$ cat config.mk
export PLATFORM = sky130hd
export DESIGN_NAME = adc_ctrl
export DESIGN_NICKNAME = d
export VERILOG_FILES = /design/src/hw/adc_ctrl_pkg.sv /design/src/hw/adc_ctrl.sv
export SDC_FILE = /design/constraint.sdc
export NUM_CORES = 1
export LEC_CHECK = 0
export BUFFER_PORTS_ARGS = -buffer_cell sky130_fd_sc_hd__buf_4
export CAP_MARGIN = 30
export CORE_MARGIN = 4
export CORE_UTILIZATION = 40
export DETAILED_ROUTE_END_ITERATION = 8
export PLACE_DENSITY_LB_ADDON = 0.25
export SYNTH_ARGS = -nofsm -noshare
export SYNTH_HDL_FRONTEND = slang
export SYNTH_SLANG_ARGS = --single-unit
$ cat constraint.sdc
create_clock -name pclk -period 2.6 [get_ports pclk]
set_input_delay 0.65 -clock pclk [delete_from_list [all_inputs] [get_ports pclk]]
set_output_delay 0.65 -clock pclk [all_outputs]
set_load 0.03 [all_outputs]
$ cat src/hw/adc_ctrl_pkg.sv
// package for the converter control block: register map, field positions, reset values, timing
// assumes an APB slave with 32-bit data; registers take one aligned word each
package adc_ctrl_pkg;
    localparam logic [11:0] CFG_OFF    = 12'h000;
    localparam logic [11:0] TRIG_OFF   = 12'h004;
    localparam logic [11:0] CHMODE_OFF = 12'h008;
    localparam logic [11:0] RESH_OFF   = 12'h00c;
    localparam logic [11:0] RESL_OFF   = 12'h010;
    localparam logic [11:0] CMPH_OFF   = 12'h014;
    localparam logic [11:0] CMPL_OFF   = 12'h018;
    localparam logic [11:0] APC1_OFF   = 12'h01c;
    localparam logic [11:0] APC2_OFF   = 12'h020;
    localparam logic [7:0]  CFG_RST    = 8'h00;
    localparam logic [7:0]  TRIG_RST   = 8'h00;
    localparam logic [7:0]  CHMODE_RST = 8'h1f;
    localparam logic [4:0]  CH_OFF_CODE = 5'h1f;
    localparam logic [1:0]  RES_10BIT  = 2'h2;
    localparam logic [1:0]  CLK_ASYNC  = 2'h3;
    localparam int CFG_LP_BIT = 7;
    localparam int CFG_DIV_LSB = 5;
    localparam int CFG_LSMP_BIT = 4;
    localparam int CFG_RES_LSB = 2;
    localparam int TRIG_ACT_BIT = 7;
    localparam int TRIG_HW_BIT = 6;
    localparam int TRIG_CMPEN_BIT = 5;
    localparam int TRIG_CMPGT_BIT = 4;
    localparam logic [7:0] TRIG_WMASK = 8'h70;
    localparam int CH_DONE_BIT = 7;
    localparam int CH_IEN_BIT = 6;
    localparam int CH_CONT_BIT = 5;
    localparam logic [7:0] CH_WMASK = 8'h7f;
    // conversion length in conversion clock cycles
    localparam logic [5:0] CONV_SHORT_CYC = 6'd20;
    localparam logic [5:0] CONV_LONG_CYC  = 6'd40;
    localparam logic [5:0] CONV_10B_EXTRA = 6'd3;
    typedef enum logic [1:0] {ST_IDLE, ST_CONV, ST_DONE} conv_state_t;
    typedef struct packed {
        logic [9:0] value;
        logic       valid;
    } sample_t;
endpackage

$ cat src/hw/adc_ctrl.sv
// converter sequencer with stop-mode handling, APB register file and compare
// assumes the analog core returns a sample via a one-cycle valid; stop inputs are synchronous levels
// Notes on behaviour
// - stop3 without async clock aborts to idle
// - stop3 never touches result registers
// - after stop3 wait for new trigger
// - async clock: running conversion completes in stop3
// - async clock: triggers and continuous start in stop3
// - completion sets flag, interrupt if enabled
// - stop1/stop2 disable and reset all registers
// - config bits: low power, divider, sample
// - config bits: resolution and clock source
// - trigger register: active, trigger, compare bits
// - trigger bits 3:0 read zero
// - channel register: done, irq, continuous
// - low five bits select channel
// - compare value held for compare
// - pin control bits disable digital input
// - ten-bit read lock blocks new result
// - channel write restarts unless all ones, which lets a running conversion finish
// - compare direction chooses ge or lt
module adc_ctrl
    import adc_ctrl_pkg::*;
(
    input  wire logic        pclk,
    input  wire logic        presetn,
    input  wire logic        psel,
    input  wire logic        penable,
    input  wire logic        pwrite,
    input  wire logic [11:0] paddr,
    input  wire logic [31:0] pwdata,
    output logic      [31:0] prdata,
    output logic             pready,
    output logic             pslverr,
    input  wire logic        hw_trigger,
    input  wire logic        stop3_req,
    input  wire logic        stop12_req,
    input  wire sample_t     analog_sample,
    output logic             conv_start,
    output logic      [4:0]  channel_out,
    output logic             done_irq,
    output logic      [15:0] pin_digital_disable
);
    ////////////////////////////////////////////////////////////////////////
    logic [7:0]  cfg_reg, trig_reg, ch_reg, cmph_reg, cmpl_reg, apc1_reg, apc2_reg;
    logic [7:0]  resh_reg, resl_reg;
    logic        done_reg, lock_reg, stop3_d_reg, hw_s1_reg, hw_s2_reg, hw_d_reg;
    logic [5:0]  cnt_reg;
    logic [1:0]  div_reg;
    conv_state_t state_reg;
    logic        wr, rd, wr_ch, wr_mode, abort, start, finish, cmp_ok, hw_edge, async_clk, tick;
    logic [9:0]  cmp_val, diff;

    function automatic logic [5:0] conv_len(input logic [7:0] cfg);
        logic [5:0] n;
        n = cfg[CFG_LSMP_BIT] ? CONV_LONG_CYC : CONV_SHORT_CYC;
        if (cfg[CFG_RES_LSB +: 2] == RES_10BIT) n = n + CONV_10B_EXTRA;
        return n;
    endfunction

    assign wr       = psel && penable && pwrite;
    assign rd       = psel && penable && !pwrite;
    assign wr_ch    = wr && paddr == CHMODE_OFF;
    assign wr_mode  = wr && (paddr == CFG_OFF || paddr == TRIG_OFF || paddr == CMPH_OFF || paddr == CMPL_OFF);
    assign async_clk = cfg_reg[1:0] == CLK_ASYNC;
    assign hw_edge  = hw_s2_reg && !hw_d_reg;
    assign tick     = div_reg == 2'h0;
    assign cmp_val  = {cmph_reg[1:0], cmpl_reg};
    assign diff     = analog_sample.value - cmp_val;
    // ge when upper select set, lt otherwise
    assign cmp_ok   = !trig_reg[TRIG_CMPEN_BIT] ||
                      (trig_reg[TRIG_CMPGT_BIT] ? analog_sample.value >= cmp_val
                                                : analog_sample.value <  cmp_val);
    // entering stop3 on the bus clock kills the conversion
    assign abort    = wr_mode || (stop3_req && !stop3_d_reg && !async_clk);
    assign start    = (wr_ch && pwdata[4:0] != CH_OFF_CODE)
                   || (state_reg == ST_IDLE && !abort && ch_reg[4:0] != CH_OFF_CODE &&
                       trig_reg[TRIG_HW_BIT] && hw_edge);
    assign finish   = state_reg == ST_DONE && analog_sample.valid;

    ////////////////////////////////////////////////////////////////////////
    // hardware trigger comes from another block's pin domain, so two flops first
    always_ff @(posedge pclk or negedge presetn) begin
        if (!presetn) begin
            hw_s1_reg <= 1'b0;
            hw_s2_reg <= 1'b0;
            hw_d_reg  <= 1'b0;
            stop3_d_reg <= 1'b0;
        end else begin
            hw_s1_reg <= hw_trigger;
            hw_s2_reg <= hw_s1_reg;
            hw_d_reg  <= hw_s2_reg;
            stop3_d_reg <= stop3_req;
        end
    end

    // configuration registers; stop1/stop2 forces all to reset values
    always_ff @(posedge pclk or negedge presetn) begin
        if (!presetn) begin
            cfg_reg <= CFG_RST; trig_reg <= TRIG_RST; ch_reg <= CHMODE_RST;
            cmph_reg <= 8'h00; cmpl_reg <= 8'h00; apc1_reg <= 8'h00; apc2_reg <= 8'h00;
        end else if (stop12_req) begin
            cfg_reg <= CFG_RST; trig_reg <= TRIG_RST; ch_reg <= CHMODE_RST;
            cmph_reg <= 8'h00; cmpl_reg <= 8'h00; apc1_reg <= 8'h00; apc2_reg <= 8'h00;
        end else if (wr) begin
            case (paddr)
                CFG_OFF:    cfg_reg <= pwdata[7:0];
                TRIG_OFF:   trig_reg <= pwdata[7:0] & TRIG_WMASK;
                CHMODE_OFF: ch_reg <= pwdata[7:0] & CH_WMASK;
                CMPH_OFF:   cmph_reg <= {6'h00, pwdata[1:0]};
                CMPL_OFF:   cmpl_reg <= pwdata[7:0];
                APC1_OFF:   apc1_reg <= pwdata[7:0];
                APC2_OFF:   apc2_reg <= pwdata[7:0];
                default:    ;
            endcase
        end
    end

    // sequencer: sample phase counted on the divided conversion clock
    always_ff @(posedge pclk or negedge presetn) begin
        if (!presetn) begin
            state_reg <= ST_IDLE; cnt_reg <= 6'd0; div_reg <= 2'h0;
        end else if (stop12_req || abort) begin
            state_reg <= ST_IDLE; cnt_reg <= 6'd0; div_reg <= 2'h0;
        end else if (start) begin
            state_reg <= ST_CONV; cnt_reg <= conv_len(cfg_reg); div_reg <= cfg_reg[6:5];
        end else begin
            case (state_reg)
                ST_CONV: begin
                    div_reg <= tick ? cfg_reg[6:5] : div_reg - 2'h1;
                    if (tick) cnt_reg <= cnt_reg - 6'd1;
                    if (tick && cnt_reg == 6'd1) state_reg <= ST_DONE;
                end
                ST_DONE: if (analog_sample.valid) begin
                    // continuous restarts; single restarts only if its result was blocked by the lock with compare met, else ends
                    if ((ch_reg[CH_CONT_BIT] || (lock_reg && cmp_ok)) && ch_reg[4:0] != CH_OFF_CODE) begin
                        state_reg <= ST_CONV; cnt_reg <= conv_len(cfg_reg); div_reg <= cfg_reg[6:5];
                    end else state_reg <= ST_IDLE;
                end
                default: state_reg <= ST_IDLE;
            endcase
        end
    end

    // results, read lock and done flag; stop3 does not disturb results
    always_ff @(posedge pclk or negedge presetn) begin
        if (!presetn) begin
            resh_reg <= 8'h00; resl_reg <= 8'h00; done_reg <= 1'b0; lock_reg <= 1'b0;
        end else if (stop12_req) begin
            resh_reg <= 8'h00; resl_reg <= 8'h00; done_reg <= 1'b0; lock_reg <= 1'b0;
        end else begin
            if (rd && paddr == RESH_OFF && cfg_reg[3:2] == RES_10BIT) lock_reg <= 1'b1;
            if (rd && paddr == RESL_OFF) lock_reg <= 1'b0;
            if (wr_ch || wr_mode || (rd && paddr == RESL_OFF)) done_reg <= 1'b0;
            // set beats clear in the same cycle
            if (finish && cmp_ok && !lock_reg) begin
                done_reg <= 1'b1;
                if (trig_reg[TRIG_CMPEN_BIT]) {resh_reg, resl_reg} <= {6'h00, diff};
                else if (cfg_reg[3:2] == RES_10BIT)
                    {resh_reg, resl_reg} <= {6'h00, analog_sample.value};
                else {resh_reg, resl_reg} <= {8'h00, analog_sample.value[9:2]};
            end
        end
    end

    // bus side answers with zero wait states; unmapped reads zero with error
    always_ff @(posedge pclk or negedge presetn) begin
        if (!presetn) begin
            prdata <= 32'h0; pready <= 1'b0; pslverr <= 1'b0;
        end else begin
            pready  <= psel && !penable;
            pslverr <= 1'b0;
            prdata  <= 32'h0;
            if (psel && !penable) begin
                case (paddr)
                    CFG_OFF:    prdata <= {24'h0, cfg_reg};
                    TRIG_OFF:   prdata <= {24'h0, state_reg != ST_IDLE, trig_reg[6:4], 4'h0};
                    CHMODE_OFF: prdata <= {24'h0, done_reg, ch_reg[6:0]};
                    RESH_OFF:   prdata <= {24'h0, resh_reg};
                    RESL_OFF:   prdata <= {24'h0, resl_reg};
                    CMPH_OFF:   prdata <= {24'h0, cmph_reg};
                    CMPL_OFF:   prdata <= {24'h0, cmpl_reg};
                    APC1_OFF:   prdata <= {24'h0, apc1_reg};
                    APC2_OFF:   prdata <= {24'h0, apc2_reg};
                    default:    pslverr <= 1'b1;
                endcase
            end
        end
    end

    // outputs to analog core and interrupt controller
    always_ff @(posedge pclk or negedge presetn) begin
        if (!presetn) begin
            conv_start <= 1'b0; channel_out <= CH_OFF_CODE; done_irq <= 1'b0; pin_digital_disable <= 16'h0;
        end else begin
            conv_start  <= start;
            channel_out <= ch_reg[4:0];
            done_irq    <= done_reg && ch_reg[CH_IEN_BIT];
            pin_digital_disable <= {apc2_reg, apc1_reg};
        end
    end

    ////////////////////////////////////////////////////////////////////////
    AST_STOP3_ABORT: assert property (@(posedge pclk) disable iff (!presetn)
        (stop3_req && !stop3_d_reg && !async_clk && !stop12_req) |=> state_reg == ST_IDLE)
        else $error("stop3 did not abort");
    AST_STOP3_RESULT: assert property (@(posedge pclk) disable iff (!presetn)
        (stop3_req && !finish && !stop12_req) |=> $stable({resh_reg, resl_reg}))
        else $error("result changed in stop3");
    AST_ASYNC_RUN: assert property (@(posedge pclk) disable iff (!presetn)
        (async_clk && state_reg == ST_CONV && !wr && !stop12_req) |=> state_reg != ST_IDLE)
        else $error("async conversion dropped");
    AST_IRQ: assert property (@(posedge pclk) disable iff (!presetn)
        (done_reg && ch_reg[CH_IEN_BIT]) |=> done_irq)
        else $error("irq missing");
    AST_STOP12: assert property (@(posedge pclk) disable iff (!presetn)
        stop12_req |=> (cfg_reg == CFG_RST && ch_reg == CHMODE_RST && !done_reg))
        else $error("stop1/2 reset missing");
    AST_LOCK: assert property (@(posedge pclk) disable iff (!presetn)
        (finish && lock_reg && !rd) |=> $stable(resl_reg))
        else $error("locked result overwritten");
    AST_CHWR: assert property (@(posedge pclk) disable iff (!presetn)
        (wr_ch && pwdata[4:0] != CH_OFF_CODE && !stop12_req && !abort) |=> (state_reg == ST_CONV && conv_start))
        else $error("channel write no restart");
    AST_TRIGRD: assert property (@(posedge pclk) disable iff (!presetn)
        pready |-> (paddr != TRIG_OFF || prdata[3:0] == 4'h0))
        else $error("trigger low bits nonzero");
    COV_DONE:  cover property (@(posedge pclk) disable iff (!presetn) finish && cmp_ok);
    COV_STOP3: cover property (@(posedge pclk) disable iff (!presetn) stop3_req && state_reg == ST_CONV);
    COV_BLOCK: cover property (@(posedge pclk) disable iff (!presetn) finish && lock_reg);
endmodule // adc_ctrl

==> flow_summary.ini, run 1 <==
[sta]
fin_crit_sh_pct = 107
fin_ws_ns = -0.181
rsz0062_at_grt = yes
setup_violations = 19
min_period_ns = 2.78
drv_slew = 0
fin_setup_tns_ns = -1.89
finalHoldViolations = 0
max-slew-margin-rel_pct = 58.4
worst_slew_pin_slew_ns = 0.620
skew_ns = 0.00766
clock.fmax_mhz = 360

[routing]
drtIter0Drc = 404
drtAntennaViolNets = 0
routedWlPerCell_um = 17.5
via_count = 4864
route.detailed.drc = 0
first_pass_iters = 7
vias_per_cell = 5.39
wirelength_um = 15800

[global_routing]
antenna_found_initial = 0
first_global_vias = 4841
grt_use_total_pct = 20.4
grt_remaining_overflow = 0
grt_max_degree = 51
grt_pass1_wl_um = 25600

[place]
port_buffers = 71
place_ws_ns = -0.615
gp_congestion = 0.894
dp_hpwl_um = 12100

[setup_path]
end_kind = register
crit_fanout = 5
critPathKind = in2reg
startpoint_type = primary input
worstPathRequired_ns = 2.83
worst_ep_arrival_time_ns = 3.01

[clock_tree]
clockBufferDepth = 2
cts_hold_buf = 0
tritoncts = yes
cts-root-buf = clkbuf_16
cts.sinks = 103
cts_inserted_buffers = 9
htree_levels = 3
clkLatencyLatePin_ns = 0.35
clk_pin_slew_ns = 0.06

[synth]
synth_edf_count = 0
yosys_register_bits = 103
syn_area_per_cell_um2 = 9.50
seq_area_frac_synth_pct = 47.1
synth_cells = 579
synth-async-reset-ratio_pct = 100
yosysUniqueCellTypes = 70
synth_top_flop_cell = dfrtp_1
syn_area_mm2 = 0.00550
yosys_warnings = 0

[finish]
top_register = pin_digital_disable
fillerInstances = 1264
nNetsFinal = 797
num_antenna_cells = 0
post_route_cells_drive_above_1_share_pct = 30.6
largest_register_ffs = 16
area_growth_pct = 30.9

[die]
placementRows = 42
die_x_um = 125
dieHeight_um = 125
die_area_mm2 = 0.0157
coreArea_mm2 = 0.0133
start_util_pct = 41.2
ios = 120

[power]
power_density_mw_per_mm2 = 468
peakVddDrop_mv = 0.336
p_leak_nw = 3.31

[flow_run]
drv_cap = 0

[run_status]
status = finished, violations left
violations = setup timing

[min_path]
min_path_type = in2async
cell usage after synthesis, drive strengths merged (5+ instances only):
cell / n / share of area (%)
dfstp: 10 / 4.8
a211oi: 8 / 1.1
dfrtp: 93 / 42
o21ai: 34 / 3.1
clkbuf: 15 / 1.0
a22oi: 8 / 1.1
nor2: 48 / 3.4
mux2i: 32 / 5.8
a221oi: 5 / 0.80
nor3: 14 / 2.0
nor4b: 5 / 1.3
nor2b: 8 / 0.91
nand2: 79 / 5.4
a31oi: 8 / 0.91
ha: 12 / 2.7
buf: 33 / 4.2
nand3: 28 / 2.5
a21oi: 49 / 4.5
inv: 24 / 1.6
what timing repair did:
| item | 4_1_cts | 5_1_grt |
|---|---|---|
| setup buffers | 4 | 3 |
| endpoints found under the setup margin | 18 | 19 |
| gates resized for setup | 30 | 1 |
| pin swaps | 20 | 2 |
| gates cloned | 1 | 0 |
power breakdown:
part / internal (mW) / switching (mW) / total, mW
registers: 1.62 / 0.0175 / 1.64
clock network: 0.701 / 0.578 / 1.28
logic: 0.174 / 0.276 / 0.451
layer usage:
metal  GRT usage (%)  vias up  part of all wire, %
met5               0        -                    0
met4            5.87        0                  1.4
met3            3.58       22                  5.6
met2            34.5      145                   50
met1            27.1     2394                   43
li1                -     2303                    -
cell usage in the layout (no fill, tap or decap), types with 6 or more instances in the layout:
cell type / count
ha_1: 11
conb_1: 24
a21oi_1: 45
nor2_1: 47
nor2b_1: 8
o21ai_0: 18
dfrtp_1: 93
nor3_1: 7
a22oi_1: 8
a211oi_1: 6
o21ai_1: 14
nand3_1: 28
clkbuf_16: 9
a31oi_1: 8
nand2_1: 77
inv_1: 22
dfstp_2: 10
mux2i_1: 32
buf_4: 148
through the flow:
step                area, um^2  std cells  utilization, %  hold slack, ns  power, mW
CTS                       7170        899            53.7           0.333       3.38
finish                    7200        902            54.0           0.315       3.37
global placement          6730        878            50.4           0.348       2.09
detailed placement        6730        878            50.4           0.343       2.10
floorplan                 5680        602               -           0.331       1.92
global route              7200        902            54.0           0.364       3.51
kinds of logic (layout without fill, tap and decap cells):
logic type,count (synthesis),after routing,synth area share (%)
buffers and inverters,72,195,6.89
AO/OA/AOI/OAI,142,142,16.4
multiplexers,32,32,5.82
other,1,24,0.0682
XOR/XNOR,4,4,0.637
flip-flops,103,103,47.1
adder cells (fa/ha/maj),13,13,3.09
AND/OR/NAND/NOR,212,213,20.0
area by class of cell:
cell class | count | area (um^2) | share of cell area [%]
inverters | 24 | 103 | 1.42
flip-flops and latches | 103 | 2590 | 36.0
clock buffers | 13 | 260 | 3.61
well taps | 176 | 220 | 3.06
repair buffers | 155 | 1220 | 17.0
clock inverters | 3 | 18.8 | 0.261
multi-input cells | 428 | 2790 | 38.7
critical path, stage by stage:
cell and delay [ns]:
buf_12 0.11, inv_12 0.04, ha_4 0.12, inv_2 0.03, fa_2 0.34, a211o_1 0.32, a211oi_2 0.23, o211ai_1 0.19
a41oi_2 0.29, nor3_4 0.07, buf_4 0.16, nor3_4 0.20, nand2b_4 0.19, o21ai_1 0.07
worst paths after layout:
| check | startpoint | to | slack [ns] | cells after the start |
|---|---|---|---|---|
| worst max-delay path | analog_sample[1] | cnt_reg[0] | -0.18 | 14 |
| worst min-delay path | presetn | pin_digital_disable[8] | 0.31 | 1 |
| min in group pclk | hw_s1_reg | hw_s2_reg | 0.36 | 0 |
| worst max register to register | cmpl_reg[0] | cnt_reg[0] | -0.15 | 12 |
| max in group asynchronous | presetn | apc1_reg[6] | 1.60 | 2 |
| worst min register to register | hw_s1_reg | hw_s2_reg | 0.36 | 0 |
(Power assumes the default switching activity.)
==> inputs of run 2 (changes only) <==
PLACE_DENSITY_LB_ADDON = not set   (was 0.25)
SKIP_CTS_REPAIR_TIMING = 1   (was not set)
==> run 2 against run 1 <==
Against the previous run:
- the run still ends with setup timing left
- global-route usage up 0.44 points
- sequential cell count unchanged
- final cell count down 0.33%
- non-clock buffer count fell by 3
- sequential power is essentially flat
- critical path type unchanged
- largest power group unchanged
- highest routed layer unchanged
==> flow_summary.ini, run 2 (synthesis results as in run 1) <==
[run_status]
status = finished, violations left
violations = setup timing

[clock_tree]
cts.sinks = 103
clkLatencyLatePin_ns = 0.35
clk_pin_slew_ns = 0.07
clockBufferDepth = 2
htree_levels = 3
tritoncts = yes
cts-root-buf = clkbuf_16
cts_inserted_buffers = 9

[die]
placementRows = 42
ios = 120
start_util_pct = 41.2
die_x_um = 125
dieHeight_um = 125
die_area_mm2 = 0.0157
coreArea_mm2 = 0.0133

[sta]
clock.fmax_mhz = 357
fin_ws_ns = -0.201
worst_slew_pin_slew_ns = 0.694
max-slew-margin-rel_pct = 53.4
rsz0062_at_grt = yes
skew_ns = 0.00507
fin_setup_tns_ns = -1.26
min_period_ns = 2.80
fin_crit_sh_pct = 108
drv_slew = 0
finalHoldViolations = 0
setup_violations = 16

[global_routing]
use_met3_pct = 3.67
grt_remaining_overflow = 0
grt_pass1_wl_um = 25900
grt_max_degree = 37
first_global_vias = 4810
busiest_layer = met2
grt_use_total_pct = 20.9
antenna_found_initial = 0
met1_usage_pct = 27.8
grtUsageMet2_pct = 34.1

[power]
power_density_mw_per_mm2 = 486
peakVddDrop_mv = 0.318
p_leak_nw = 3.29

[setup_path]
path_cells = buf_12 -> inv_12 -> ha_4 -> inv_2 -> fa_2 -> a211o_1 -> a211o_1 -> nand4b_1 -> a41oi_2 -> nor3_4 -> nor3_4 -> buf_6 -> o21ai_2 -> o21ai_1
crit_path_top_delay_cell = fa_2
reg2reg_to = cnt_reg[4]
worst_ep_arrival_time_ns = 3.04
startpoint_type = primary input
max_stage_delay_ns = 0.33
reg2reg_depth = 12
r2r_start = cmpl_reg[0]
r2r_slack_ns = -0.16
worstPathRequired_ns = 2.84
crit_fanout = 5
critPathKind = in2reg
end_kind = register

[finish]
fin_util_pct = 53.5
layout_common_cells = 146 x buf_4, 93 x dfrtp_1, 79 x nand2_1
nNetsFinal = 794
largest_register_ffs = 16
post_route_cells_drive_above_1_share_pct = 29.5
area_growth_pct = 29.7
top_register = pin_digital_disable
num_antenna_cells = 0
final_common_cell = buf_4

[min_path]
min_path_type = in2async

[place]
gp_congestion = 0.890
dp_hpwl_um = 12300
port_buffers = 71
place_ws_ns = -0.539

[routing]
wirelength_um = 16300
drtAntennaViolNets = 0
route.detailed.drc = 0
first_pass_iters = 5
vias_per_cell = 5.39
drtIter0Drc = 406
routedWlPerCell_um = 18.1
via_count = 4844

[flow_run]
drv_cap = 0
-- run 2: cell types whose count changed in the layout (fill, tap and decap cells not counted), sizes merged --
cell      before  now
clkinvlp       0    1
clkbuf        13   11
inv           24   25
clkinv         3    2
buf          155  152
bufinv         0    1
-- run 2: report_power, final --
part           internal, mW  total, mW  leakage, nW  switching, mW
Sequential             1.62       1.64         1.39         0.0200
Clock                 0.774       1.37        0.146          0.599
Combinational         0.176      0.450         1.75          0.274
Total                  2.57       3.47         3.29          0.893
-- run 2: worst max-delay path by stage --
stage	startpoint	endpoint	cells past startpoint
after global routing	analog_sample[1]	cnt_reg[4]	14
after floorplan	paddr[6]	cnt_reg[3]	9
after global placement	analog_sample[1]	cnt_reg[0]	13
after detailed placement	analog_sample[1]	cnt_reg[0]	13
after CTS	analog_sample[1]	cnt_reg[0]	13
final	analog_sample[1]	cnt_reg[4]	14
-- run 2: per-stage QoR --
step	total power, mW	instance area (um^2)	std cells	hold WS, ns
5_1_grt	3.59	7140	899	0.298
4_1_cts	3.46	7030	892	0.273
2_1_floorplan	1.92	5680	602	0.331
3_3_place_gp	2.09	6730	876	0.348
3_5_place_dp	2.10	6730	876	0.343
6_report	3.47	7140	899	0.258
-- run 2: area by class of cell --
cell class	instances	area (um^2)
clock inverter	5	56.3
clock buffer	11	243
fill	1266	6210
timing repair buffer	152	1200
tap	176	220
inverter	24	103
sequential	103	2590
multi-input combinational	428	2730
-- run 2: layer usage --
metal	part of all wire, %	wire length (um)	up-vias
li1	-	-	2291
met1	42	6900	2356
met2	49	8030	175
met3	6.2	1010	22
met4	2.1	348	0
met5	0	0	-
-- run 2: worst max-delay path: cells and delay by family --
| family | cells | cell delay (ns) |
|---|---|---|
| AO/OA/AOI/OAI | 5 | 1.03 |
| adder cells (fa/ha/maj) | 2 | 0.45 |
| buffers and inverters | 4 | 0.33 |
| AND/OR/NAND/NOR | 3 | 0.57 |
==> inputs of run 3 (changes only) <==
MAX_ROUTING_LAYER = met4   (was not set)
==> run 3 against run 2 <==
Against the previous run:
- the run still ends with setup timing left
- critical path depth is the same
- register-to-register slack got worse by 0.04 ns
- global-route usage up 0.33 points
- utilization is 0.58 points higher
- clock-buffer cell count is 2 lower
- sequential power hardly changed
- clock power increased by 7%
- sequential cell count stayed put
- clock skew is 0.0043 ns higher
- fmax decreased by 0.69%
- combinational power barely moved
- largest cell class unchanged
==> flow_summary.ini, run 3 (synthesis results as in run 1) <==
[finish]
area_growth_pct = 31.1
layout_common_cells = 151 x buf_4, 93 x dfrtp_1, 79 x nand2_1
final_common_cell = buf_4
final_cell_area_mm2 = 0.00721
final_cells = 905
nNetsFinal = 800
num_antenna_cells = 0
largest_register_ffs = 16
fillerInstances = 1253
post_route_cells_drive_above_1_share_pct = 30.3
top_register = pin_digital_disable

[sta]
max-slew-margin-rel_pct = 52.8
drv_slew = 0
setup_violations = 18
fin_ws_ns = -0.220
finalHoldViolations = 0
clock.fmax_mhz = 355
min_period_ns = 2.82
hold_ws_ns = 0.337
skew_ns = 0.00942
worst_slew_pin_slew_ns = 0.704
rsz0062_at_grt = yes
fin_crit_sh_pct = 108

[global_routing]
grt_pass1_wl_um = 25700
grt_max_degree = 51
first_global_vias = 4804
grt_use_total_pct = 21.2
grt_remaining_overflow = 0
antenna_found_initial = 0

[routing]
route.detailed.drc = 0
wirelength_um = 16100
routedWlPerCell_um = 17.8
drtIter0Drc = 343
drtAntennaViolNets = 0
first_pass_iters = 5
vias_per_cell = 5.31
via_count = 4803

[run_status]
status = finished, violations left
violations = setup timing

[power]
comb_power_share_pct = 12.7
internal-power_mw = 2.65
p_clk_share_pct = 41.0
p_leak_nw = 3.33
peakVddDrop_mv = 0.368
p_sw_share_pct = 25.5
p_sw_mw = 0.906
power_mw = 3.55
seq_power_share_pct = 46.3
power_density_mw_per_mm2 = 492

[clock_tree]
clkLatencyLatePin_ns = 0.35
cts_inserted_buffers = 9
tritoncts = yes
clk_pin_slew_ns = 0.07
htree_levels = 3
clockBufferDepth = 2
cts-root-buf = clkbuf_16
cts.sinks = 103

[setup_path]
end_kind = register
crit_fanout = 6
startpoint_type = primary input
worstPathRequired_ns = 2.83
critPathKind = in2reg
worst_ep_arrival_time_ns = 3.06

[place]
port_buffers = 71
place_ws_ns = -0.570
gp_congestion = 0.940
dp_hpwl_um = 12300
dp.cells = 884
place_area_mm2 = 0.00680

[die]
ios = 120
start_util_pct = 41.2
placementRows = 42
die_x_um = 125
coreArea_mm2 = 0.0133
dieHeight_um = 125
die_area_mm2 = 0.0157

[flow_run]
drv_cap = 0

[min_path]
min_path_type = in2async
run 3: path summary, 6_finish.rpt:
check | depth (start not counted) | slack, ns | end | startpoint
worst max-delay path | 14 | -0.22 | cnt_reg[4] | analog_sample[1]
min in group pclk | 0 | 0.37 | hw_s2_reg | hw_s1_reg
worst min register to register | 0 | 0.37 | hw_s2_reg | hw_s1_reg
worst min-delay path | 1 | 0.34 | stop3_d_reg | presetn
worst max register to register | 12 | -0.20 | cnt_reg[4] | cmpl_reg[0]
max in group asynchronous | 2 | 1.62 | channel_out[4] | presetn
run 3: area by class of cell:
| class | count | area (um^2) | share of cell area [%] |
|---|---|---|---|
| Timing Repair Buffer | 159 | 1270 | 17.6 |
| Tap cell | 176 | 220 | 3.05 |
| Clock buffer | 9 | 225 | 3.12 |
| Inverter | 24 | 103 | 1.42 |
| Sequential cell | 103 | 2590 | 35.9 |
| Multi-Input combinational cell | 427 | 2710 | 37.6 |
| Clock inverter | 7 | 95.1 | 1.32 |
run 3: through the flow:
step	setup TNS (ns)	util (%)
2_1_floorplan	-2.15	-
3_3_place_gp	-13.85	50.9
3_5_place_dp	-16.70	50.9
4_1_cts	-2.18	53.3
5_1_grt	-4.47	54.0
6_report	-2.18	54.0
run 3: worst max-delay path: stages:
cell and delay (ns):
buf_12 0.11, inv_12 0.04, ha_4 0.12, inv_2 0.03, fa_2 0.34, a211o_1 0.36, a211o_1 0.36, nand4b_1 0.15
a41oi_2 0.19, nor3_4 0.28, nor3_4 0.09, buf_6 0.15, o21ai_1 0.12, o21ai_1 0.08
run 3: power groups by stage:
stage	Sequential (mW)	Combinational, mW	Clock [mW]
2_1_floorplan	1.67	0.252	0
3_3_place_gp	1.67	0.429	0
3_5_place_dp	1.67	0.436	0
4_1_cts	1.64	0.438	1.48
5_1_grt	1.65	0.494	1.53
6_report	1.64	0.452	1.46
run 3: routing by layer:
layer / GRT usage (%) / share of wire (%) / up-vias
li1: - / - / 2311
met2: 33.2 / 47 / 170
met1: 27.6 / 44 / 2295
met5: - / 0 / -
met3: 3.03 / 6.0 / 27
met4: 9.25 / 3.3 / 0
